[src/rtl/efi_defines.svh]
// Purpose: offsets, field positions and code constants of the ecc error block
// Assumes: byte addresses on an 8-bit register port, 32-bit register data
// Notes: included by bare name from every design file except the package
`ifndef EFI_DEFINES_SVH
`define EFI_DEFINES_SVH
// ***************************************
// register offsets
// ***************************************
`define EFI_OFS_CFG 8'h00
`define EFI_OFS_STAT 8'h04
`define EFI_OFS_GEN 8'h08
`define EFI_OFS_RGU_CTL 8'h0C
`define EFI_OFS_RGU_STAT 8'h10
`define EFI_OFS_RAM_CAP 8'h20
`define EFI_OFS_FL_CAP 8'h30
`define EFI_CAP_BLK_MASK 8'hF0
// ***************************************
// field positions
// ***************************************
`define EFI_CFG_RAM_NC 0
`define EFI_CFG_FL_NC 1
`define EFI_STAT_RAM_SB 0
`define EFI_STAT_RAM_NC 1
`define EFI_STAT_FL_SB 4
`define EFI_STAT_FL_NC 5
`define EFI_STAT_MASK 8'h33
`define EFI_GEN_RAM_INJ 0
`define EFI_RGU_DIS 0
`define EFI_RGU_SS 1
`define EFI_RGU_FLAG 0
// ***************************************
// code constants
// ***************************************
`define EFI_INJ_FLIP 8'h03
`define EFI_CHK_ERASED 8'hFF
`define EFI_HW0_BASE 7'h30
`define EFI_HW1_BASE 7'h50
`define EFI_HW2_BASE 7'h60
`define EFI_HW3_BASE 7'h70
`define EFI_VAR_NONE 0
`define EFI_VAR_LOCKED 1
`define EFI_VAR_OPEN 2
`endif

[src/rtl/efi_pkg.sv]
// Purpose: shared types of the ecc error block
// Assumes: nothing
// Notes: no imports; used as efi_pkg::name
package efi_pkg;
   // source of the last uncorrectable error
   typedef enum logic [1:0] {
      EFI_SRC_NONE,
      EFI_SRC_RAM,
      EFI_SRC_FLASH
   } efi_src_type;
endpackage

[src/rtl/efi_secded.sv]
// Purpose: 64-bit secded encoder, checker and corrector
// Assumes: 8 checkbits, odd-weight columns
// Notes: every all-ones or all-zeros halfword adds nothing to the check
`timescale 1ns/1ps
`default_nettype none
`include "efi_defines.svh"
module efi_secded (
   input wire logic [63:0] data_in,
   input wire logic [7:0] check_in,
   output logic [7:0] check_out,
   output logic [63:0] data_out,
   output logic single_out,
   output logic multi_out
);
   logic [7:0] acc;
   logic [7:0] syn;

   // column of one data bit: aligned 16-run per halfword, xor of run is zero
   function automatic logic [7:0] efi_col(input int unsigned idx);
      logic [6:0] v;
      case (idx / 16)
         0: v = `EFI_HW0_BASE;
         1: v = `EFI_HW1_BASE;
         2: v = `EFI_HW2_BASE;
         default: v = `EFI_HW3_BASE;
      endcase
      v = v + 7'(idx % 16);
      return {~^v, v};
   endfunction

   // checkbits are the inverted column sum
   always_comb begin
      acc = 8'h00;
      for (int i = 0; i < 64; i++) begin
         if (data_in[i]) begin
            acc = acc ^ efi_col(i);
         end
      end
      check_out = ~acc;
   end

   assign syn = check_out ^ check_in;

   // flip the single data bit whose column matches
   always_comb begin
      data_out = data_in;
      for (int i = 0; i < 64; i++) begin
         if (syn == efi_col(i)) begin
            data_out[i] = ~data_in[i];
         end
      end
   end

   // odd syndrome is correctable, even nonzero is not
   assign single_out = ^syn;
   assign multi_out = (syn != 8'h00) && !(^syn);
endmodule
`default_nettype wire

[src/rtl/efi_capture.sv]
// Purpose: address, master, attribute and data capture of one memory
// Assumes: capture pulse from the error checker on the same clock
// Notes: only the power-on reset clears it
`timescale 1ns/1ps
`default_nettype none
`include "efi_defines.svh"
module efi_capture (
   input wire logic clk_in,
   input wire logic srst_in,
   input wire logic cap_in,
   input wire logic [31:0] addr_in,
   input wire logic [3:0] master_in,
   input wire logic [7:0] attr_in,
   input wire logic [63:0] data_in,
   input wire logic [1:0] sel_in,
   output logic [31:0] word_out
);
   logic [31:0] addr_r;
   logic [11:0] ma_r;
   logic [63:0] data_r;

   // capture on error, kept through functional reset
   always_ff @(posedge clk_in) begin
      if (srst_in) begin
         addr_r <= 32'h0000_0000;
         ma_r <= 12'h000;
         data_r <= 64'h0;
      end else if (cap_in) begin
         addr_r <= addr_in;
         ma_r <= {master_in, attr_in};
         data_r <= data_in;
      end
   end

   // word select: address, master and attribute, data low, data high
   always_comb begin
      case (sel_in)
         2'h0: word_out = addr_r;
         2'h1: word_out = {20'h00000, ma_r};
         2'h2: word_out = data_r[31:0];
         default: word_out = data_r[63:32];
      endcase
   end
endmodule
`default_nettype wire

[src/rtl/efi_top.sv]
// Purpose: ecc error status, injection and safety reset routing
// Assumes: one clock, memories return data and checkbits in the read cycle
// Notes: VARIANT picks plain, locked-reset or configurable-reset behaviour
//
// Overview of operation
// - inject double-bit error into SRAM on request
// - flash multibit detected, not corrected, flagged
// - erased-style halfword patterns encode to all ones
// - safety multibit raises critical faults sixteen, seventeen
// - locked variant: fault flag, reset from phase one
// - enabled reporting plus multibit error resets device
// - capture registers survive functional reset
// - error config register cleared by reset
// - reading invalid capture set gives lockstep error
// - open variant: reset-disable bit is writable
// - disabled reset: safe-mode request and two checks
// - bus error to fault interrupt spacing unfixed
// - status flags clear by writing ones
//
// Design decisions made here: the placing of the registers and the plain strobed port.
`timescale 1ns/1ps
`default_nettype none
`include "efi_defines.svh"
module efi_top #(
   parameter int VARIANT = `EFI_VAR_OPEN
) (
   input wire logic clk_in,
   input wire logic srst_in,
   input wire logic func_rst_in,
   input wire logic [7:0] reg_addr_in,
   input wire logic [31:0] reg_wdata_in,
   input wire logic reg_wr_in,
   input wire logic reg_rd_in,
   output logic [31:0] reg_rdata_out,
   input wire logic [31:0] mem_addr_in,
   input wire logic [3:0] mem_master_in,
   input wire logic [7:0] mem_attr_in,
   input wire logic ram_wr_in,
   input wire logic [63:0] ram_wdata_in,
   output logic [7:0] ram_wcheck_out,
   input wire logic ram_rd_in,
   input wire logic [63:0] ram_rdata_in,
   input wire logic [7:0] ram_rcheck_in,
   output logic [63:0] ram_rdata_out,
   output logic ram_bus_err_out,
   input wire logic fl_rd_in,
   input wire logic [63:0] fl_rdata_in,
   input wire logic [7:0] fl_rcheck_in,
   output logic [63:0] fl_rdata_out,
   output logic fl_bus_err_out,
   output logic critical_fault_sixteen_out,
   output logic critical_fault_seventeen_out,
   output logic safe_mode_req_out,
   output logic reset_req_out,
   output logic reset_phase_one_out,
   output logic lockstep_err_out
);
   // ***************************************
   // declarations
   // ***************************************
   logic [1:0] cfg_r;
   logic [7:0] stat_r;
   logic inj_r;
   logic dis_r;
   logic flag_r;
   logic ram_ok_r;
   logic fl_ok_r;
   efi_pkg::efi_src_type src_r;
   logic [7:0] wr_chk;
   logic [63:0] ram_fix;
   logic [63:0] fl_fix;
   logic ram_sb_raw;
   logic ram_mb_raw;
   logic fl_sb_raw;
   logic fl_mb_raw;
   logic ram_sb;
   logic ram_mb;
   logic fl_sb;
   logic fl_mb;
   logic any_mb;
   logic safety;
   logic rep_en;
   logic rst_go;
   logic lockstep_evt;
   logic [7:0] stat_set;
   logic [7:0] stat_clr;
   logic [31:0] ram_word;
   logic [31:0] fl_word;
   logic [31:0] rd_mux;
   logic wr_cfg;
   logic wr_stat;
   logic wr_gen;
   logic wr_rgu;
   logic wr_rgs;
   logic rd_ramcap;
   logic rd_flcap;

   // ***************************************
   // checkers and capture sets
   // ***************************************
   efi_secded u_wr_enc (
      .data_in(ram_wdata_in),
      .check_in(`EFI_CHK_ERASED),
      .check_out(wr_chk),
      .data_out(),
      .single_out(),
      .multi_out()
   );

   efi_secded u_ram_chk (
      .data_in(ram_rdata_in),
      .check_in(ram_rcheck_in),
      .check_out(),
      .data_out(ram_fix),
      .single_out(ram_sb_raw),
      .multi_out(ram_mb_raw)
   );

   efi_secded u_fl_chk (
      .data_in(fl_rdata_in),
      .check_in(fl_rcheck_in),
      .check_out(),
      .data_out(fl_fix),
      .single_out(fl_sb_raw),
      .multi_out(fl_mb_raw)
   );

   efi_capture u_ram_cap (
      .clk_in(clk_in),
      .srst_in(srst_in),
      .cap_in(ram_sb | ram_mb),
      .addr_in(mem_addr_in),
      .master_in(mem_master_in),
      .attr_in(mem_attr_in),
      .data_in(ram_rdata_in),
      .sel_in(reg_addr_in[3:2]),
      .word_out(ram_word)
   );

   efi_capture u_fl_cap (
      .clk_in(clk_in),
      .srst_in(srst_in),
      .cap_in(fl_sb | fl_mb),
      .addr_in(mem_addr_in),
      .master_in(mem_master_in),
      .attr_in(mem_attr_in),
      .data_in(fl_rdata_in),
      .sel_in(reg_addr_in[3:2]),
      .word_out(fl_word)
   );

   // ***************************************
   // decode and events
   // ***************************************
   // register strobes
   assign wr_cfg = reg_wr_in && (reg_addr_in == `EFI_OFS_CFG);
   assign wr_stat = reg_wr_in && (reg_addr_in == `EFI_OFS_STAT);
   assign wr_gen = reg_wr_in && (reg_addr_in == `EFI_OFS_GEN);
   assign wr_rgu = reg_wr_in && (reg_addr_in == `EFI_OFS_RGU_CTL);
   assign wr_rgs = reg_wr_in && (reg_addr_in == `EFI_OFS_RGU_STAT);
   assign rd_ramcap = reg_rd_in && ((reg_addr_in & `EFI_CAP_BLK_MASK) == `EFI_OFS_RAM_CAP);
   assign rd_flcap = reg_rd_in && ((reg_addr_in & `EFI_CAP_BLK_MASK) == `EFI_OFS_FL_CAP);

   // qualified error events
   assign ram_sb = ram_rd_in && ram_sb_raw;
   assign ram_mb = ram_rd_in && ram_mb_raw;
   assign fl_sb = fl_rd_in && fl_sb_raw;
   assign fl_mb = fl_rd_in && fl_mb_raw;
   assign any_mb = ram_mb || fl_mb;
   assign safety = (VARIANT != `EFI_VAR_NONE);
   assign rep_en = |cfg_r;
   assign lockstep_evt = (rd_ramcap && !ram_ok_r) || (rd_flcap && !fl_ok_r);
   // multibit reset unless the open variant has the disable bit set; lockstep error resets always
   assign rst_go = (safety && rep_en && any_mb && !dis_r) || lockstep_evt;

   // status set and clear terms
   always_comb begin
      stat_set = 8'h00;
      stat_set[`EFI_STAT_RAM_SB] = ram_sb;
      stat_set[`EFI_STAT_RAM_NC] = ram_mb;
      stat_set[`EFI_STAT_FL_SB] = fl_sb;
      stat_set[`EFI_STAT_FL_NC] = fl_mb;
      stat_clr = wr_stat ? (reg_wdata_in[7:0] & `EFI_STAT_MASK) : 8'h00;
   end

   // ***************************************
   // registers
   // ***************************************
   // reporting enables, cleared by either reset
   always_ff @(posedge clk_in) begin
      if (srst_in || func_rst_in) begin
         cfg_r <= 2'h0;
      end else if (wr_cfg) begin
         cfg_r <= {reg_wdata_in[`EFI_CFG_FL_NC], reg_wdata_in[`EFI_CFG_RAM_NC]};
      end
   end

   // sticky flags, a new event wins over its clear
   always_ff @(posedge clk_in) begin
      if (srst_in || func_rst_in) begin
         stat_r <= 8'h00;
      end else begin
         stat_r <= stat_set | (stat_r & ~stat_clr);
      end
   end

   // injection arm, consumed by the next ram write
   always_ff @(posedge clk_in) begin
      if (srst_in || func_rst_in) begin
         inj_r <= 1'b0;
      end else if (wr_gen) begin
         inj_r <= reg_wdata_in[`EFI_GEN_RAM_INJ];
      end else if (ram_wr_in) begin
         inj_r <= 1'b0;
      end
   end

   // checkbits for the ram write, two flipped when armed
   always_ff @(posedge clk_in) begin
      if (srst_in) begin
         ram_wcheck_out <= `EFI_CHK_ERASED;
      end else if (ram_wr_in) begin
         ram_wcheck_out <= inj_r ? (wr_chk ^ `EFI_INJ_FLIP) : wr_chk;
      end
   end

   // reset-disable bit, writable only on the open variant
   always_ff @(posedge clk_in) begin
      if (srst_in) begin
         dis_r <= 1'b0;
      end else if (wr_rgu && (VARIANT == `EFI_VAR_OPEN)) begin
         dis_r <= reg_wdata_in[`EFI_RGU_DIS];
      end
   end

   // reset-cause flag, kept through functional reset
   always_ff @(posedge clk_in) begin
      if (srst_in) begin
         flag_r <= 1'b0;
      end else if (safety && rep_en && any_mb) begin
         flag_r <= 1'b1;
      end else if (wr_rgs && reg_wdata_in[`EFI_RGU_FLAG]) begin
         flag_r <= 1'b0;
      end
   end

   // last uncorrectable source and capture validity
   always_ff @(posedge clk_in) begin
      if (srst_in) begin
         src_r <= efi_pkg::EFI_SRC_NONE;
         ram_ok_r <= 1'b1;
         fl_ok_r <= 1'b1;
      end else if (func_rst_in) begin
         ram_ok_r <= (src_r != efi_pkg::EFI_SRC_FLASH);
         fl_ok_r <= (src_r != efi_pkg::EFI_SRC_RAM);
      end else if (ram_mb) begin
         src_r <= efi_pkg::EFI_SRC_RAM;
      end else if (fl_mb) begin
         src_r <= efi_pkg::EFI_SRC_FLASH;
      end
   end

   // memory data path, corrected data and bus errors
   always_ff @(posedge clk_in) begin
      if (srst_in) begin
         ram_rdata_out <= 64'h0;
         fl_rdata_out <= 64'h0;
         ram_bus_err_out <= 1'b0;
         fl_bus_err_out <= 1'b0;
      end else begin
         ram_rdata_out <= ram_fix;
         fl_rdata_out <= fl_fix;
         ram_bus_err_out <= ram_mb;
         fl_bus_err_out <= fl_mb;
      end
   end

   // fault and reset outputs; fault unit timing is its own clock
   always_ff @(posedge clk_in) begin
      if (srst_in) begin
         critical_fault_sixteen_out <= 1'b0;
         critical_fault_seventeen_out <= 1'b0;
         safe_mode_req_out <= 1'b0;
         reset_req_out <= 1'b0;
         reset_phase_one_out <= 1'b0;
         lockstep_err_out <= 1'b0;
      end else begin
         critical_fault_sixteen_out <= safety && any_mb;
         critical_fault_seventeen_out <= safety && any_mb;
         safe_mode_req_out <= safety && rep_en && any_mb && dis_r;
         reset_req_out <= rst_go;
         reset_phase_one_out <= rst_go;
         lockstep_err_out <= lockstep_evt;
      end
   end

   // ***************************************
   // register read
   // ***************************************
   // read mux, unmapped reads zero
   always_comb begin
      rd_mux = 32'h0000_0000;
      if (rd_ramcap) begin
         rd_mux = ram_word;
      end else if (rd_flcap) begin
         rd_mux = fl_word;
      end else begin
         case (reg_addr_in)
            `EFI_OFS_CFG: rd_mux = {30'h0, cfg_r};
            `EFI_OFS_STAT: rd_mux = {24'h000000, stat_r};
            `EFI_OFS_GEN: rd_mux = {31'h0, inj_r};
            `EFI_OFS_RGU_CTL: rd_mux = {31'h0, dis_r};
            `EFI_OFS_RGU_STAT: rd_mux = {31'h0, flag_r};
            default: rd_mux = 32'h0000_0000;
         endcase
      end
   end

   // read data stands one cycle after the strobe only
   always_ff @(posedge clk_in) begin
      if (srst_in) begin
         reg_rdata_out <= 32'h0000_0000;
      end else begin
         reg_rdata_out <= reg_rd_in ? rd_mux : 32'h0000_0000;
      end
   end
endmodule
`default_nettype wire

[config.mk]
export PLATFORM = sky130hd
export DESIGN_NAME = efi_top
export DESIGN_NICKNAME = d
export VERILOG_FILES = /design/src/rtl/efi_pkg.sv /design/src/rtl/efi_secded.sv /design/src/rtl/efi_capture.sv /design/src/rtl/efi_top.sv
export VERILOG_INCLUDE_DIRS = /design/src /design/src/rtl
export SDC_FILE = /design/constraint.sdc
export NUM_CORES = 1
export LEC_CHECK = 0
export ABC_CLOCK_PERIOD_IN_PS = 5250
export BUFFER_PORTS_ARGS = -buffer_cell sky130_fd_sc_hd__buf_2
export CORE_MARGIN = 8
export CORE_UTILIZATION = 55
export DETAILED_ROUTE_END_ITERATION = 7
export HOLD_SLACK_MARGIN = 0.06
export PLACE_DENSITY_LB_ADDON = 0.1
export SLEW_MARGIN = 40
export SYNTH_ARGS = -nofsm -noshare
export SYNTH_HDL_FRONTEND = slang
export SYNTH_SLANG_ARGS = --single-unit
[constraint.sdc]
create_clock -name clk_in -period 5.25 [get_ports clk_in]
set_clock_uncertainty 0.2 [all_clocks]
set_input_delay 0.2625 -clock clk_in [delete_from_list [all_inputs] [get_ports clk_in]]
set_output_delay 0.2625 -clock clk_in [all_outputs]
set_load 0.005 [all_outputs]
==> results of run 1 <==
==> cell usage after synthesis (2+ instances only) <==
master	count	area, um2
a211o_1	5	43.8
a21oi_1	38	190
a22oi_1	36	270
a31oi_1	2	12.5
and2_1	10	62.6
buf_1	7	26.3
buf_2	17	85.1
buf_4	14	105
buf_6	2	22.5
clkbuf_1	130	488
dfxtp_1	403	8070
ha_1	26	325
inv_1	18	67.6
mux2i_1	258	2580
mux4_2	24	541
nand2_1	462	1730
nand3_1	77	385
nor2_1	148	556
nor2b_1	2	12.5
nor3_1	7	35.0
nor3b_1	2	15.0
nor4_1	4	25.0
nor4b_1	2	17.5
o2111ai_1	32	280
o211ai_1	4	30.0
o21ai_0	76	380
o21ai_1	3	15.0
or3_1	32	200
or4_1	2	15.0
xnor2_1	326	2860
xnor2_2	7	114
xnor3_1	26	586
xnor3_2	4	95.1
xor2_1	166	1450
xor2_2	2	32.5
==> worst max-delay path, cell delays in order <==
cell	delay [ns]
dlygate4sd3_1	0.54
buf_2	0.17
xnor3_1	0.41
xnor2_1	0.28
xnor3_2	0.36
xor2_1	0.19
xnor2_1	0.31
xnor3_1	0.43
ha_1	0.32
xnor2_1	0.14
xnor2_1	0.55
o21a_4	0.58
buf_4	0.34
mux2i_1	0.22
==> layout make-up <==
| class | instances | area (um2) | share of cell area (%) |
|---|---|---|---|
| flip-flops and latches | 403 | 8070 | 28.9 |
| clock buffers | 64 | 1300 | 4.64 |
| inverters | 19 | 83.8 | 0.300 |
| diodes | 1 | 2.50 | 0.00895 |
| well taps | 525 | 657 | 2.35 |
| multi-input cells | 1797 | 13100 | 46.7 |
| repair buffers | 675 | 4570 | 16.3 |
| clock inverters | 16 | 213 | 0.761 |
==> registers in the layout, indices dropped and copies added (netlist names), 2 cells and up <==
signal and cells:
u_fl_cap.ma_r 12, src_r 2, fl_rdata_out 64, ram_wcheck_out 8, ram_rdata_out 64, u_fl_cap.addr_r 32, u_fl_cap.data_r 64, u_ram_cap.data_r 64
reg_rdata_out 32, cfg_r 2, u_ram_cap.addr_r 32, u_ram_cap.ma_r 12, stat_r 4
==> repair_timing <==
action / CTS / global route
endpoints found under the hold margin: 375 / 0
buffers inserted: 0 / 0
hold buffers: 194 / 0
endpoints found under the setup margin: 0 / 0
==> where the power goes <==
part	switching [mW]	total (mW)	internal, mW	leakage (nW)
sequential	0.130	3.49	3.36	3.33
clock	1.32	3.23	1.92	0.747
combinational	4.87	7.55	2.69	7.95
total	6.31	14.3	7.97	12.0
==> final timing paths <==
check,from,end,slack (ns),cells past startpoint
worst max register to register,u_ram_cap.data_r[37],reg_rdata_out[5],3.66,3
worst min-delay path,reg_addr_in[6],lockstep_err_out,0.07,6
worst min register to register,u_ram_cap.data_r[11],u_ram_cap.data_r[11],0.26,2
worst max-delay path,ram_rdata_in[32],u_ram_cap.data_r[9],0.44,14
==> per-layer routing <==
layer,track usage [%],vias to the layer above,wire (um)
met4,10.6,0,2410
met2,53.8,896,36700
met5,0,-,0
li1,-,9018,-
met3,5.23,159,5800
met1,41.2,9405,32400
==> logic make-up after synthesis <==
group	count (synthesis)	synth area share [%]
mux	283	14.3
simple gates	752	14.1
buf+inv	189	3.65
fa+ha+maj	26	1.49
flops	403	36.9
xor+xnor	532	23.6
compound gates	204	5.91
==> results.toml, run 1 <==
[outcome]
outcome = "completed"

[clocking]
clkTransAtPathRegs_ns = 0.06
root_buffer = "clkbuf_16"
clockBufferDepth = 3
htree_levels = 2
cts_tree = "done"
cts_resized = 0
numCtsBuffers = 44
cts_num_sinks = 403
insertion_delay_ns = 0.59

[placed_design]
place_area_um2 = 24500
placedCellCount = 3225
gp_congestion = 0.951
dp_hpwl_mm = 56.0
post-place-ws_ns = 0.383
portBuffers = 447

[floorplan]
fp.dieH_um = 215
die_area_um2 = 46400
start_util_pct = 55.4
rows = 73
die_w_um = 215
fp.coreArea_um2 = 39500
ios = 476

[worst_setup_path]
critPathArrivalTime_ns = 5.13
start_kind = "input pin"
cp.required_ns = 5.57
worstSetupEndpointType = "flop"
path_max_fanout = 28
path_class = "in -> reg"

[logic_synthesis]
syn_area_um2 = 21900
synthFlopType = "dfxtp_1"
ys_seq_area_share_pct = 36.9
synth.ff_latch_count = 403
ys.warnings.count = 0
synth_edf_count = 0
async_flop_share_pct = 0
synth_nets = 2715
syn_inst = 2389
syn-mean-instance-area_um2 = 9.15
ys_types = 50

[route]
vias = 19500
antenna_left = 0
routedWlPerCell_um = 22.1
vias_per_cell = 5.57
route.detailed.drc = 0
dr.pass1.iters = 5
first_iter_violations = 1733
routed_wl_mm = 77.3

[cells_and_area]
drive_above_1_share_pct = 20.3
fin_nets = 3266
final_cell_mix = "462 x nand2_1, 445 x buf_2, 403 x dfxtp_1, 326 x xnor2_1, 258 x mux2i_1"
area_growth_pct = 27.8
final_common_cell = "nand2_1"
final_util_pct = 70.8
fillers = 3059
stdcell_area_um2 = 28000
instances_no_fill = 3500

[sta]
final.period_utilization_pct = 91.7
relSlewSlack_pct = 41.4
hold_slack_ns = 0.0729
report.final.slew_viol_count = 0
finalCriticalPeriod_ns = 4.81
tightest_slew_ns = 0.879
setup_slack_ns = 0.438
rsz0062_at_grt = "false"
setup_violations = 0
setup_tns_ns = 0
max_freq_mhz = 208
final-hold-violation-count = 0

[global_routing]
grt_first_pass_wirelength_mm = 117
grt_pass1_vias = 19800
antenna_found_initial = 1
grt_overflow = 0
grt_max_degree = 150
track_usage_pct = 31.9

[job]
max-cap-violations = 0

[power_and_ir_drop]
ir_worst_vdd_mv = 0.741
power_density_nw_per_um2 = 511
power_mw = 14.3
p_leak_nw = 12.0

[worst_hold_path]
hold_class = "in -> reg"
Note: power is estimated with default switching activity, not from simulation.
==> run 2: changes to the inputs <==
- PLACE_DENSITY_LB_ADDON: 0.1 -> 0.05
==> run 2 against run 1 <==
  * Count of clock-buffer cells in the layout fell by 7
  * Die area unchanged
  * First-iteration DRC count down 3.1%
  * Combinational power is 0.7% higher
  * Highest routed layer unchanged
  * Register-to-register slack lost 0.05 ns
==> results.toml, run 2 (same netlist as run 1, synthesis figures left out) <==
[job]
max-cap-violations = 0

[floorplan]
rows = 73
start_util_pct = 55.4
ios = 476
fp.coreArea_um2 = 39500
die_w_um = 215
fp.dieH_um = 215
die_area_um2 = 46400

[worst_setup_path]
crit_top_cell = "xnor2_1"
timing.rr.start = "u_ram_cap.addr_r[5]"
slowest_stage = "xnor2_1"
crit_family = "XOR/XNOR gates"
critPathArrivalTime_ns = 4.99
worstSetupEndpointType = "flop"
path_max_fanout = 30
slowest_delay_ns = 0.61
path_cells = "dlygate4sd3_1, buf_2, xnor2_1, xnor2_2, xnor3_2, xor2_1, xnor2_1, xnor3_1, ha_1, xnor2_1, xnor2_1, o21a_4, buf_12, mux2i_1"
cp.required_ns = 5.55
start_kind = "input pin"
path_buf_inv = 3
cp-startpoint = "ram_rdata_in[47]"
path_class = "in -> reg"

[clocking]
clkTransAtPathRegs_ns = 0.06
cts_num_sinks = 403
numCtsBuffers = 44
clockBufferDepth = 3
htree_levels = 2
postCtsHoldBufs = 194
insertion_delay_ns = 0.59
root_buffer = "clkbuf_16"
cts_tree = "done"
cts_resized = 0
cts_setup_buffers = 0

[sta]
rsz0062_at_grt = "false"
relSlewSlack_pct = 39.1
report.final.slew_viol_count = 0
max_freq_mhz = 213
tightest_slew_ns = 0.913
setup_tns_ns = 0
final-hold-violation-count = 0
final.period_utilization_pct = 89.3
finalCriticalPeriod_ns = 4.69
setup_violations = 0

[route]
vias_per_cell = 5.58
antenna_left = 0
routed_wl_mm = 77.6
dr.pass1.iters = 7
vias = 19500
first_iter_violations = 1679
routedWlPerCell_um = 22.2
route.detailed.drc = 0

[global_routing]
grt_overflow = 0
grt_first_pass_wirelength_mm = 118
grt_max_degree = 136
track_usage_pct = 32.2
antenna_found_initial = 2
grt_pass1_vias = 20200

[cells_and_area]
area_growth_pct = 28.1
seqCellArea_um2 = 8070
fin_nets = 3265
multi_input_area_um2 = 13100
instances_no_fill = 3500
final_common_cell = "nand2_1"
fillers = 3094
drive_above_1_share_pct = 20.5
final_cell_mix = "462 x nand2_1, 445 x buf_2, 403 x dfxtp_1, 326 x xnor2_1, 258 x mux2i_1"

[placed_design]
gp_congestion = 0.946
dp_hpwl_mm = 56.3
portBuffers = 447
placedCellCount = 3223

[worst_hold_path]
hold_class = "in -> reg"
worstHoldStart = "reg_rd_in"

[power_and_ir_drop]
power_density_nw_per_um2 = 516
p_leak_nw = 12.1
ir_worst_vdd_mv = 0.640

[outcome]
outcome = "completed"
run 2: changes by cell type in the layout (fill, tap and decap cells not counted), sizes merged:
cell    delta
clkbuf     -7
bufinv     +3
clkinv     +2
inv        +2
buf        -1
diode      +1
run 2: worst paths after layout:
path                                to  slack (ns)  cells after the start
setup / recovery  u_ram_cap.addr_r[17]        0.56                     14
hold / removal        reg_rdata_out[8]        0.08                      4
setup reg to reg      reg_rdata_out[5]        3.61                      3
hold reg to reg    u_ram_cap.addr_r[2]        0.26                      2
run 2: final cells by class:
| class | count | area share, % |
|---|---|---|
| antenna | 2 | 0.0179 |
| clock buffer | 57 | 4.50 |
| clock inverter | 23 | 1.18 |
| inverter | 19 | 0.281 |
| multi-input combinational | 1797 | 46.7 |
| sequential | 403 | 28.8 |
| tap | 525 | 2.34 |
| timing repair buffer | 674 | 16.2 |
run 2: layer usage:
layer	share of wire [%]	track usage (%)	wire length (um)	vias up
li1	-	-	-	9007
met1	41	40.7	31900	9368
met2	47	52.9	36400	957
met3	8.1	6.99	6300	194
met4	3.9	13.1	3020	0
met5	0	0	0	-
run 2: metrics by stage:
step	power (mW)	instance area, um2	hold WS [ns]	setup slack, ns	utilization, %
after floorplan	8.77	21900	0.180	1.33	-
after global placement	10.6	24400	0.239	0.654	61.9
after detailed placement	10.8	24400	0.247	0.566	61.9
after CTS	14.2	28000	0.0615	0.588	70.9
after global routing	15.0	28000	0.118	0.413	71.0
final	14.5	28000	0.0823	0.560	71.0
run 2: power by group:
part           switching, mW  internal (mW)  total (mW)
combinational           4.92           2.68        7.60
sequential             0.129           3.36        3.49
clock                   1.32           2.05        3.37
run 2: worst reg2reg max path, delay by kind of cell, from the launching register on:
family             cells  cell delay, ns
DFF                    1            0.32
AOI/OAI and AO/OA      2            0.49
muxes                  1            0.47
==> run 3: changes to the inputs <==
- CAP_MARGIN: not set -> 20
- CORE_MARGIN: 8 -> not set
==> run 3 against run 2 <==
  * Via count is 0.44% lower
  * Sequential share of layout area is 0.18 points higher
  * Fmax is 4.3% lower
  * Highest routed layer is now met5
  * Critical endpoint is now u_ram_cap.addr_r[5]
  * Flip-flop and latch count stayed put
  * Die area is 13% lower
  * Global-route usage is 4.2 points higher
  * Largest cell class unchanged
==> results.toml, run 3 (same netlist as run 1, synthesis figures left out) <==
[worst_setup_path]
critPathArrivalTime_ns = 5.22
reg2reg_to = "reg_rdata_out[5]"
crit_top_cell = "xnor2_1"
r2r_setup_slack_ns = 3.65
worstSetupEndpointType = "flop"
reg2reg_depth = 3
path_max_fanout = 13
slowest_stage = "xnor2_1"
path_class = "in -> reg"
timing.rr.start = "u_ram_cap.data_r[5]"
path_cells = "dlygate4sd3_1, buf_2, xnor3_1, xnor2_1, xor2_1, xor2_1, xnor2_1, xnor3_1, ha_1, xnor2_1, xnor2_1, o21a_4, mux2i_1, dlygate4sd3_1"
cp.required_ns = 5.57
start_kind = "input pin"
slowest_delay_ns = 0.56

[cells_and_area]
fin_nets = 3264
seqCellArea_um2 = 8070
fillers = 3030
final_common_cell = "nand2_1"
final_cell_mix = "462 x nand2_1, 445 x buf_2, 403 x dfxtp_1, 326 x xnor2_1, 258 x mux2i_1"
multi_input_area_um2 = 13100
final_util_pct = 71.5
area_growth_pct = 27.3
instances_no_fill = 3491
drive_above_1_share_pct = 20.1

[global_routing]
antenna_found_initial = 2
track_usage_pct = 36.3
grt_first_pass_wirelength_mm = 113
grt_max_degree = 160
grt_overflow = 0
grt_pass1_vias = 19400

[sta]
relSlewSlack_pct = 39.3
final.period_utilization_pct = 93.4
finalCriticalPeriod_ns = 4.90
tightest_slew_ns = 0.910
max_freq_mhz = 204
rsz0062_at_grt = "false"
setup_violations = 0
final-hold-violation-count = 0
report.final.slew_viol_count = 0
setup_tns_ns = 0

[clocking]
cts_tree = "done"
htree_levels = 2
clockBufferDepth = 3
cts_num_sinks = 403
numCtsBuffers = 43
clkTransAtPathRegs_ns = 0.06
insertion_delay_ns = 0.57
root_buffer = "clkbuf_16"

[route]
antenna_left = 0
routed_wl_mm = 75.3
route.detailed.drc = 0
vias_per_cell = 5.57
routedWlPerCell_um = 21.6
vias = 19400
dr.pass1.iters = 7
first_iter_violations = 1729

[floorplan]
die_w_um = 201
die_area_um2 = 40600
fp.coreArea_um2 = 38900
rows = 72
fp.dieH_um = 201
ios = 476
start_util_pct = 56.2

[placed_design]
gp_congestion = 0.935
portBuffers = 447
dp_hpwl_mm = 53.8
placedCellCount = 3212

[power_and_ir_drop]
power_density_nw_per_um2 = 511
clock_power_share_pct = 22.1
power_mw = 14.2
p_leak_nw = 12.0
pwr-share-seq_pct = 24.5
p_comb_share_pct = 53.4
switching_share_pct = 45.1
ir_worst_vdd_mv = 0.618
p_int_mw = 7.81
p_switching_mw = 6.41

[worst_hold_path]
hold_depth = 5
worstHoldStart = "reg_addr_in[5]"
hold_class = "in -> reg"
hold_end = "lockstep_err_out"

[outcome]
outcome = "completed"

[job]
max-cap-violations = 0
[run 3: changes by cell type in the layout (fill, tap and decap cells not counted), moves of 3 or more]
cell	change
clkbuf_1	+6
bufinv_16	-3
buf_12	-3
clkinv_4	+3
clkinv_2	-3
dlygate4sd3_1	+5
clkbuf_8	-5
[run 3: worst max-delay path: cells and delay by family]
kind                     cells  cell delay (ns)
adder cells (fa/ha/maj)      1             0.31
buffers and inverters        3             1.26
XOR/XNOR                     8             2.76
AO/OA/AOI/OAI                1             0.39
multiplexers                 1             0.21
[run 3: metrics by stage]
stage | area [um2] | worst slack [ns] | hold WS [ns]
after floorplan | 21900 | 1.33 | 0.180
after global placement | 24300 | 0.664 | 0.240
after detailed placement | 24400 | 0.608 | 0.244
after CTS | 27800 | 0.464 | 0.0824
after global routing | 27800 | 0.194 | 0.143
final | 27800 | 0.347 | 0.104
[run 3: layer usage]
metal | global-route usage [%] | part of all wire (%) | vias to the layer above
li1 | - | - | 9011
met1 | 48.6 | 42 | 9263
met2 | 58.1 | 46 | 972
met3 | 6.66 | 8.2 | 192
met4 | 14.1 | 3.7 | 2
met5 | 0 | 0.016 | -
[run 3: worst max path at each step]
stage                                 from                    to  slack, ns  depth (start not counted)
after floorplan           ram_rdata_in[38]   reset_phase_one_out       1.33                         13
after global placement    ram_rdata_in[34]  u_ram_cap.data_r[12]       0.66                         13
after detailed placement  ram_rdata_in[34]  u_ram_cap.data_r[13]       0.61                         13
after CTS                 ram_rdata_in[34]   u_ram_cap.addr_r[5]       0.46                         14
after global routing      ram_rdata_in[34]   u_ram_cap.addr_r[5]       0.19                         14
final                     ram_rdata_in[34]   u_ram_cap.addr_r[5]       0.35                         14
[run 3: power by group through the flow]
stage               clock, mW  sequential, mW  combinational, mW
global placement            0            3.54               7.12
global route             3.29            3.51               8.00
floorplan                   0            3.55               5.22
detailed placement          0            3.55               7.19
CTS                      3.17            3.48               7.35
finish                   3.14            3.49               7.59
[run 3: area by class of cell]
| type | count | area share [%] |
|---|---|---|
| multi-input combinational | 1797 | 46.9 |
| clock buffer | 57 | 4.27 |
| sequential | 403 | 29.0 |
| tap | 518 | 2.33 |
| clock inverter | 22 | 0.984 |
| inverter | 19 | 0.301 |
| timing repair buffer | 674 | 16.2 |
| antenna | 1 | 0.00899 |
[run 3: timing repair]
action / CTS / global route
setup buffers: 0 / 0
hold buffers: 199 / 0
setup endpoints to repair: 0 / 0
gates resized for setup: 0 / 0
endpoints found under the hold margin: 370 / 0
